File: config.mk
export PLATFORM = sky130hd
export DESIGN_NAME = dsmr_top
export DESIGN_NICKNAME = d
export VERILOG_FILES = /design/src/dsmr_pkg.sv /design/src/dsmr_top.sv
export VERILOG_INCLUDE_DIRS = /design/src /design/src/src
export SDC_FILE = /design/constraint.sdc
export NUM_CORES = 1
export LEC_CHECK = 0
export ABC_AREA = 1
export BUFFER_PORTS_ARGS = -buffer_cell sky130_fd_sc_hd__buf_2
export CORE_ASPECT_RATIO = 0.8
export CORE_MARGIN = 2
export CORE_UTILIZATION = 45
export CTS_BUF_LIST = sky130_fd_sc_hd__clkbuf_4
export CTS_CLUSTER_DIAMETER = 150
export DETAILED_ROUTE_END_ITERATION = 10
export PLACE_DENSITY = 0.86
export SLEW_MARGIN = 20
export SYNTH_ARGS = -nofsm -noshare
export SYNTH_HDL_FRONTEND = slang
export SYNTH_SLANG_ARGS = --single-unit
File: constraint.sdc
create_clock -name pclk -period 1.5 [get_ports pclk]
set_input_delay 0.075 -clock pclk [delete_from_list [all_inputs] [get_ports pclk]]
set_output_delay 0.075 -clock pclk [all_outputs]
set_load 0.05 [all_outputs]
File: src/dsmr_params.svh
`ifndef DSMR_PARAMS_SVH
`define DSMR_PARAMS_SVH
// Register width and reset image
`define DSMR_WIDTH 4
`define DSMR_RESET_TRUE 4'h0
// APB register byte offsets
`define DSMR_OFF_CTRL 12'h000
`define DSMR_OFF_STAT 12'h004
`define DSMR_OFF_SRCA 12'h008
`define DSMR_OFF_SRCB 12'h00C
// Control register field positions
`define DSMR_CTRL_SELECT 0
`define DSMR_CTRL_HOLD_N 1
`define DSMR_CTRL_ENAVAR 2
`define DSMR_CTRL_CLEAR_N 3
`define DSMR_CTRL_LOAD 4
// Control register reset value: clear released, load disabled
`define DSMR_CTRL_RESET 5'h0A
`endif

File: src/dsmr_pkg.sv
package dsmr_pkg;
	typedef logic [3:0] dsmr_word_type;
	typedef struct packed {
		logic [4:0] ctrl_q;
		dsmr_word_type srca_q;
		dsmr_word_type srcb_q;
		logic [31:0] prdata_q;
	} dsmr_state_type;
endpackage

File: src/dsmr_top.sv
// Decided for this implementation: the register offsets and register access over APB.
`include "dsmr_params.svh"

module dsmr_top (
	// Clock, reset, clock enable
	input wire logic pclk,
	input wire logic presetn,
	input wire logic clk_en,
	// Data words and controls from the datapath
	input wire logic [3:0] first_source_bit,
	input wire logic [3:0] second_source_bit,
	input wire logic src_select,
	input wire logic load_en_n,
	input wire logic force_zero_n,
	// Stored outputs
	output logic [3:0] true_out,
	output logic [3:0] comp_out,
	// APB slave
	input wire logic psel,
	input wire logic penable,
	input wire logic pwrite,
	input wire logic [11:0] paddr,
	input wire logic [31:0] pwdata,
	output logic [31:0] prdata,
	output logic pready,
	output logic pslverr
);
	// Register-side state; the stored word is kept apart
	dsmr_pkg::dsmr_state_type state_q;
	dsmr_pkg::dsmr_state_type state_d;
	dsmr_pkg::dsmr_word_type true_q;
	dsmr_pkg::dsmr_word_type true_d;

	// Bus phases and address decode
	logic apb_setup;
	logic apb_access;
	logic apb_wr;
	logic apb_rd;
	logic hit_ctrl;
	logic hit_stat;
	logic hit_srca;
	logic hit_srcb;
	logic mapped;

	// Write strobes
	logic wr_ctrl;
	logic wr_srca;
	logic wr_srcb;

	// Control fields and software load pulse
	logic ctrl_select;
	logic ctrl_hold_n;
	logic ctrl_clear_n;
	logic soft_mode;
	logic load_pulse;
	logic pulse_sel;
	dsmr_pkg::dsmr_word_type soft_word;

	// Effective sources and controls
	logic sel_eff;
	logic hold_n_eff;
	logic clear_n_eff;
	logic true_rst_n;
	dsmr_pkg::dsmr_word_type word_a;
	dsmr_pkg::dsmr_word_type word_b;
	dsmr_pkg::dsmr_word_type picked;

	// Two-way mux per bit; one select steers every bit
	function automatic dsmr_pkg::dsmr_word_type pick(
		input logic s,
		input dsmr_pkg::dsmr_word_type a,
		input dsmr_pkg::dsmr_word_type b
	);
		dsmr_pkg::dsmr_word_type w;
		w = a;
		for (int i = 0; i < `DSMR_WIDTH; i++) begin
			if (s) begin
				w[i] = b[i];
			end else begin
				w[i] = a[i];
			end
		end
		pick = w;
	endfunction

	// One address match against a register offset
	function automatic logic addr_hit(
		input logic [11:0] a,
		input logic [11:0] off
	);
		addr_hit = (a == off);
	endfunction

	// Low nibble of a bus word, as a source register holds it
	function automatic dsmr_pkg::dsmr_word_type src_image(
		input logic [31:0] w
	);
		src_image = w[3:0];
	endfunction

	// Control write image; the load bit is a pulse, never stored
	function automatic logic [4:0] ctrl_image(
		input logic [31:0] w
	);
		ctrl_image = {1'b0, w[3:0]};
	endfunction

	// Zero-extend a four-bit word onto the bus
	function automatic logic [31:0] widen4(
		input dsmr_pkg::dsmr_word_type w
	);
		widen4 = {28'h000_0000, w};
	endfunction

	// Status image: true bits low, complement bits above them
	function automatic logic [31:0] status_image(
		input dsmr_pkg::dsmr_word_type w
	);
		status_image = {24'h00_0000, ~w, w};
	endfunction

	// Read multiplexer; unmapped addresses read zero
	function automatic logic [31:0] read_word(
		input logic [11:0] a,
		input logic [4:0] ctrl,
		input dsmr_pkg::dsmr_word_type sa,
		input dsmr_pkg::dsmr_word_type sb,
		input dsmr_pkg::dsmr_word_type tw
	);
		logic [31:0] r;

		case (a)
			`DSMR_OFF_CTRL: begin
				r = {27'h000_0000, ctrl};
			end
			`DSMR_OFF_STAT: begin
				r = status_image(tw);
			end
			`DSMR_OFF_SRCA: begin
				r = widen4(sa);
			end
			`DSMR_OFF_SRCB: begin
				r = widen4(sb);
			end
			default: begin
				r = 32'h0000_0000;
			end
		endcase
		read_word = r;
	endfunction

	// Priority for the stored word: clear, then pulse, then load of the picked word
	function automatic dsmr_pkg::dsmr_word_type next_word(
		input dsmr_pkg::dsmr_word_type cur,
		input logic hold_n,
		input dsmr_pkg::dsmr_word_type pin_word,
		input logic pulse,
		input dsmr_pkg::dsmr_word_type pulse_word,
		input logic clear_n
	);
		dsmr_pkg::dsmr_word_type n;
		// Load only while the active-low enable is low
		if (!hold_n) begin
			n = pin_word;
		end else begin
			n = cur;
		end
		// Software pulse loads from the source registers
		if (pulse) begin
			n = pulse_word;
		end
		// Clear wins over any load
		if (!clear_n) begin
			n = `DSMR_RESET_TRUE;
		end
		next_word = n;
	endfunction

	// Bus phases; every access ends at once
	assign apb_setup = psel && !penable;
	assign apb_access = psel && penable;
	assign apb_wr = apb_access && pwrite;
	assign apb_rd = apb_setup && !pwrite;
	assign pready = 1'b1;

	// Address decode and error response
	assign hit_ctrl = addr_hit(paddr, `DSMR_OFF_CTRL);
	assign hit_stat = addr_hit(paddr, `DSMR_OFF_STAT);
	assign hit_srca = addr_hit(paddr, `DSMR_OFF_SRCA);
	assign hit_srcb = addr_hit(paddr, `DSMR_OFF_SRCB);
	assign mapped = hit_ctrl || hit_stat || hit_srca || hit_srcb;
	assign pslverr = apb_access && !mapped;

	// Write strobes at the access edge
	assign wr_ctrl = apb_wr && hit_ctrl;
	assign wr_srca = apb_wr && hit_srca;
	assign wr_srcb = apb_wr && hit_srcb;

	// Stored control fields
	assign ctrl_select = state_q.ctrl_q[`DSMR_CTRL_SELECT];
	assign ctrl_hold_n = state_q.ctrl_q[`DSMR_CTRL_HOLD_N];
	assign ctrl_clear_n = state_q.ctrl_q[`DSMR_CTRL_CLEAR_N];
	assign soft_mode = state_q.ctrl_q[`DSMR_CTRL_ENAVAR];

	// Software load pulse; its select rides in the same write
	assign load_pulse = wr_ctrl && pwdata[`DSMR_CTRL_LOAD];
	assign pulse_sel = pwdata[`DSMR_CTRL_SELECT];
	assign soft_word = pick(pulse_sel, state_q.srca_q, state_q.srcb_q);

	// Pin clear and software clear combined
	assign clear_n_eff = force_zero_n && ctrl_clear_n;

	// Pins or software registers feed the muxes
	always_comb begin
		if (soft_mode) begin
			sel_eff = ctrl_select;
			word_a = state_q.srca_q;
			word_b = state_q.srcb_q;
			hold_n_eff = ctrl_hold_n;
		end else begin
			sel_eff = src_select;
			word_a = first_source_bit;
			word_b = second_source_bit;
			hold_n_eff = load_en_n;
		end
	end

	// Word seen at every flip-flop input
	assign picked = pick(sel_eff, word_a, word_b);

	// Reset or the clear pin empties the word without the clock
	assign true_rst_n = presetn && force_zero_n;

	// Next-state logic
	always_comb begin
		state_d = state_q;
		// Stored word
		true_d = next_word(
			true_q,
			hold_n_eff,
			picked,
			load_pulse,
			soft_word,
			clear_n_eff
		);
		// Register writes
		if (wr_ctrl) begin
			state_d.ctrl_q = ctrl_image(pwdata);
		end
		if (wr_srca) begin
			state_d.srca_q = src_image(pwdata);
		end
		if (wr_srcb) begin
			state_d.srcb_q = src_image(pwdata);
		end
		// Read data captured in setup, shown in access
		if (apb_rd) begin
			state_d.prdata_q = read_word(
				paddr,
				state_q.ctrl_q,
				state_q.srca_q,
				state_q.srcb_q,
				true_q
			);
		end
	end

	// Register-side state; frozen while clock enable is low
	always_ff @(posedge pclk or negedge presetn) begin
		if (!presetn) begin
			state_q.ctrl_q <= `DSMR_CTRL_RESET;
			state_q.srca_q <= 4'h0;
			state_q.srcb_q <= 4'h0;
			state_q.prdata_q <= 32'h0000_0000;
		end else if (clk_en) begin
			state_q.ctrl_q <= state_d.ctrl_q;
			state_q.srca_q <= state_d.srca_q;
			state_q.srcb_q <= state_d.srcb_q;
			state_q.prdata_q <= state_d.prdata_q;
		end
	end

	// Stored word apart, so the clear pin acts without the clock
	always_ff @(posedge pclk or negedge true_rst_n) begin
		if (!true_rst_n) begin
			true_q <= `DSMR_RESET_TRUE;
		end else if (clk_en) begin
			true_q <= true_d;
		end
	end

	// Outputs
	assign true_out = true_q;
	assign comp_out = ~true_q;
	assign prdata = state_q.prdata_q;
endmodule
# Word level (Yosys, flattened, before mapping)

Cells that the tools add are included.

Logic and storage cells: 49
Bits of input ports: 61
Latch bits: 0
Register bits: 48
Memory bits (read-only): 0
Memories kept: 0
Output and inout port bits: 42
Memory bits (writable): 0

Reductions and logical operators: 23
Divide/modulo/power cells: 0
Add/subtract/negate cells: 0
Shifts and indexed selects: 0
Bitwise gates (word level): 1
Muxes and demuxes: 16
Order comparisons: 0
$mul: 0
Equality and inequality tests: 4

Operators by type and width:

| kind                                                 | count |
|---|---|
| case mux 8 bit (4 select lines)                      | 1 |
| equality test 12 x 4 -> 1 bit, second input constant | 2 |
| 2-to-1 mux 4 bit                                     | 5 |
| equality test 12 x 3 -> 1 bit, second input constant | 1 |
| zero test 12 bit                                     | 1 |
| logical AND 1 bit                                    | 11 |
| 2-to-1 mux 1 bit                                     | 10 |
| AND reduction 2 bit                                  | 5 |
| inverter 4 bit                                       | 1 |
| zero test 1 bit                                      | 3 |
| logical OR 1 bit                                     | 3 |
| != test 3 bit, second input constant                 | 1 |

# Longest topological paths before layout

Word-level depth: 6
Depth in mapped cells: 9
Mapped depth without buffers: 9

# Worst setup path before layout

OpenSTA, ideal clock, no wires.

Kind: input -> output
Start: in paddr[11]
End: out pslverr
Path buffers: 1
Slack: 0.219 ns
Stages on the path: 7
Arrival: 1.206 ns
Required time: 1.425 ns
Cells stage by stage: nor2_1 nand2_1 nor2_4 buf_6 o21ai_0 nand3_1 nor2_1

Longest elaborated chain between the ends: 6
Elaborated cells between the ends (all ways): 9
Classes of those cells: eq/ne: 3; reduce/logical: 6

RTL lines:

| what                                                              | line            | source |
|---|---|---|
| start, declared                                                   | dsmr_top.sv:22  | `input wire logic [11:0] paddr,` |
| equality test 12 x 3 -> 1 bit or zero test 12 bit (tied branches) | dsmr_top.sv:91  | `addr_hit = (a == off);` |
| logical OR 1 bit (2 in a row)                                     | dsmr_top.sv:191 | `assign mapped = hit_ctrl \|\| hit_stat \|\| hit_srca \|\| hit_srcb;` |
| logical OR 1 bit *                                                | dsmr_top.sv:191 |  |
| zero test 1 bit *                                                 | dsmr_top.sv:192 | `assign pslverr = apb_access && !mapped;` |
| logical AND 1 bit *                                               | dsmr_top.sv:192 |  |
| end, declared                                                     | dsmr_top.sv:26  | `output logic pslverr` |

Every way passes the cells marked *; elsewhere a longest branch is shown, timed or not.

# Worst setup path in the final report

Start: reg state_q (netlist bit ctrl_clear_n)
End: reg true_q[1], in the netlist true_out[1]

Longest elaborated chain between the ends: 3
Elaborated cells between the ends (all ways): 4
Classes of those cells: eq/ne: 1; mux: 1; reduce/logical: 2

RTL lines:

| what                                 | line            | source |
|---|---|---|
| start, declared                      | dsmr_top.sv:29  | `dsmr_pkg::dsmr_state_type state_q;` |
| logical AND 1 bit *                  | dsmr_top.sv:211 | `assign clear_n_eff = force_zero_n && ctrl_clear_n;` |
| != test 3 bit (no source line)       | n/a             |  |
| AND reduction 2 bit (no source line) | n/a             |  |
| end signal, assigned                 | dsmr_top.sv:286 | `` true_q <= `DSMR_RESET_TRUE; `` |
| end signal, assigned                 | dsmr_top.sv:288 | `true_q <= true_d;` |
| end, declared                        | dsmr_top.sv:31  | `dsmr_pkg::dsmr_word_type true_q;` |

Marks and branches as above.
A chain may end at the register's enable or synchronous reset.

==> results.txt <==
Status: finished clean
Worst skew pair latency: 0.31 ns
Sw Ratio: 0.326
Layout cells sized above 1: 0.256
CTS tree: built
Top-area cell type share of the netlist area: 0.291
R2R cell count: 8
PortBufs: 50
PwrDens: 581 nW/um^2
CTS sink count: 24
HPWL Detailed: 3240 um
Final min period: 1.34 ns
Largest net degree at the start of global routing: 22
CP bufs+invs: 1
Sequential area share after synthesis: 0.319
Critical path cell sequence: nand2_1 -> inv_1 -> o21ai_0 -> a21oi_1 -> nand2_2 -> nand2_4 -> nand2_1 -> o21ai_1
Post-Syn Instances: 271
Delay-heaviest family, CP: flip-flops
Endpoints failing setup: 0
DR vias: 1715
Met2 Use GR: 0.320
Reg power frac: 0.530
Critical path class: register to register
P_sw: 0.399 mW
Post-synthesis sequential element count: 24
TNS Setup: 0 ns
Critical Path AT: 1.59 ns
Worst VDD drop: 0.358 mV
Gate power share: 0.222
Critical path depth: 8
Io pins: 103
CP max FO: 8
Total GRT Usage: 0.176
FP Rows: 21
TritonCTS buffer count: 3
Final WS setup: 0.156 ns
GRT overflow: 0
RSZ-0062 raised after global routing: false
Worst Skew: 0.00336 ns
Crit path max-delay cell type: dfstp_2
Die height: 62.0 um
WP data required: 1.75 ns
Slowest stage delay, CP: 0.57 ns
Post-Syn Area: 1890 um^2
Int Power: 0.824 mW
Setup WS pre-CTS: 0.0952 ns
F_max: 0.744 GHz
Vias in the first global route: 1548
Most Crowded Layer GR: met2
Post-DP Area: 2030 um^2
Nets: 378
Initial antenna violation count: 0
Crit path top cell by count: nand2_1
Initial DRC count: 56
Worst Hold Class: input pin to register
Longest Clk Path Bufs: 2
Antenna Nets Post-Route: 0
Routability cong.: 0.873
Core ar.: 4100 um^2
Crit share post-route: 0.896
Most common cell after layout, fill and taps aside: nand2_1
Synth area leaders: dfrtp_1 29%, nand2_1 15%, buf_4 13%, o21ai_0 7.7%, inv_1 6.9%
Commonest non-fill, non-tap cells in the layout: 76 x nand2_1, 50 x buf_2, 35 x inv_1, 28 x o21ai_0, 25 x conb_1
CTS clk-pin slew, worst paths: 0.12 ns
Area Overhead vs Synth: 11.2%
Met3 layer usage reported by global route: 0.0376
Cell variety after synth: 24
Hold Vio Cnt, Final: 0
Die ar.: 4740 um^2
CP startpoint kind: register
Met1 GRT Util: 0.222
Hold depth: 5
# DRC: 0
Yosys warning count: 0
Worst setup EP type: register
Htree depth: 1
Max-Cap Viols: 0
Yosys top cell by area: dfrtp_1
Die width: 76.5 um
Drt pass-1 iters: 4
Avg Inst Size Synth: 6.98 um^2
Slew Viols, Final: 0
Fillers: 435
WL/cell: 10.6 um
Via/cell ratio: 4.60
First-pass GRT wire length: 6600 um
Leakage power: 1.23 nW
Setup slack, reg-to-reg: 0.16 ns
Ant. Diodes: 0
Final instance area: 2100 um^2
Routed WL: 3950 um
Root Driver: clkbuf_4
Clk pwr share: 0.248
Starting density of the core: 0.462
## logic make-up (layout without fill, tap and decap cells)
family / after synthesis / after routing / synth area share
buffers and inverters: 78 / 100 / 0.230
other: 2 / 25 / 0.00397
flip-flops: 24 / 24 / 0.319
AND/OR/NAND/NOR: 126 / 126 / 0.321
AO/OA/AOI/OAI: 41 / 41 / 0.126
## path summary, 6_finish.rpt
path,from,to
setup / recovery,ctrl_clear_n,true_out[1]
hold / removal,pwdata[3],state_q[35]
setup reg to reg,ctrl_clear_n,true_out[1]
hold reg to reg,prdata[2],prdata[2]
max in group asynchronous,presetn,true_out[0]
min in group asynchronous,force_zero_n,true_out[3]
## sequential cells by signal (all words and copies together), names as in the netlist
name / count
prdata: 8
state_q: 8
true_out: 4
ctrl_clear_n: 1
ctrl_hold_n: 1
ctrl_select: 1
soft_mode: 1
## synth_stat cells, drive strengths merged
master,instances
clkbuf,1
inv,39
nand3,26
nor4,1
nand4,4
conb,2
o31ai,4
buf,38
o21ai,35
dfrtp,22
dfstp,2
a21oi,1
o21a,1
nor2,15
nand2,80
## layout make-up
| class | instances | area, um^2 | share of cell area |
|---|---|---|---|
| Multi-Input combinational cell | 192 | 940 | 0.447 |
| Sequential cell | 24 | 603 | 0.287 |
| Timing Repair Buffer | 57 | 313 | 0.149 |
| Inverter | 39 | 146 | 0.0696 |
| Tap cell | 57 | 71.3 | 0.0339 |
| Clock buffer | 4 | 30.0 | 0.0143 |
## metal layers
layer	wire [um]	up-vias
met1	1820	767
li1	-	885
met4	37	0
met2	1840	57
met5	0	-
met3	256	6
## worst register-to-register path, delay by kind of cell (launching register included)
family	cells	cell delay [ns]
and+or+nand+nor	4	0.28
AOI/OAI and AO/OA	3	0.33
buffers and inverters	1	0.11
DFF	1	0.57
## metrics by stage
stage                     total power, mW  utilization  hold WS (ns)  instances
after CTS                            1.24        0.513        0.0657        373
after global routing                 1.28        0.513        0.0786        373
after detailed placement            0.923        0.496      -0.00282        365
after floorplan                     0.907            -        -0.221        294
final                                1.22        0.513        0.0744        373
after global placement              0.920        0.496      -0.00589        365
## power by group through the flow
stage                     Sequential, mW  Combinational (mW)  Clock [mW]
after floorplan                    0.660               0.246           0
after global placement             0.660               0.260           0
after global routing               0.648               0.296       0.336
final                              0.648               0.271       0.303
after CTS                          0.648               0.272       0.316
after detailed placement           0.660               0.263           0
## what timing repair did
item,in CTS,in global routing
hold buffers,4,0
resized for setup,0,1
buffers inserted,0,0
endpoints found under the hold margin,24,0
setup endpoints to repair,0,4
No activity file was read; power rests on OpenSTA's default activity.
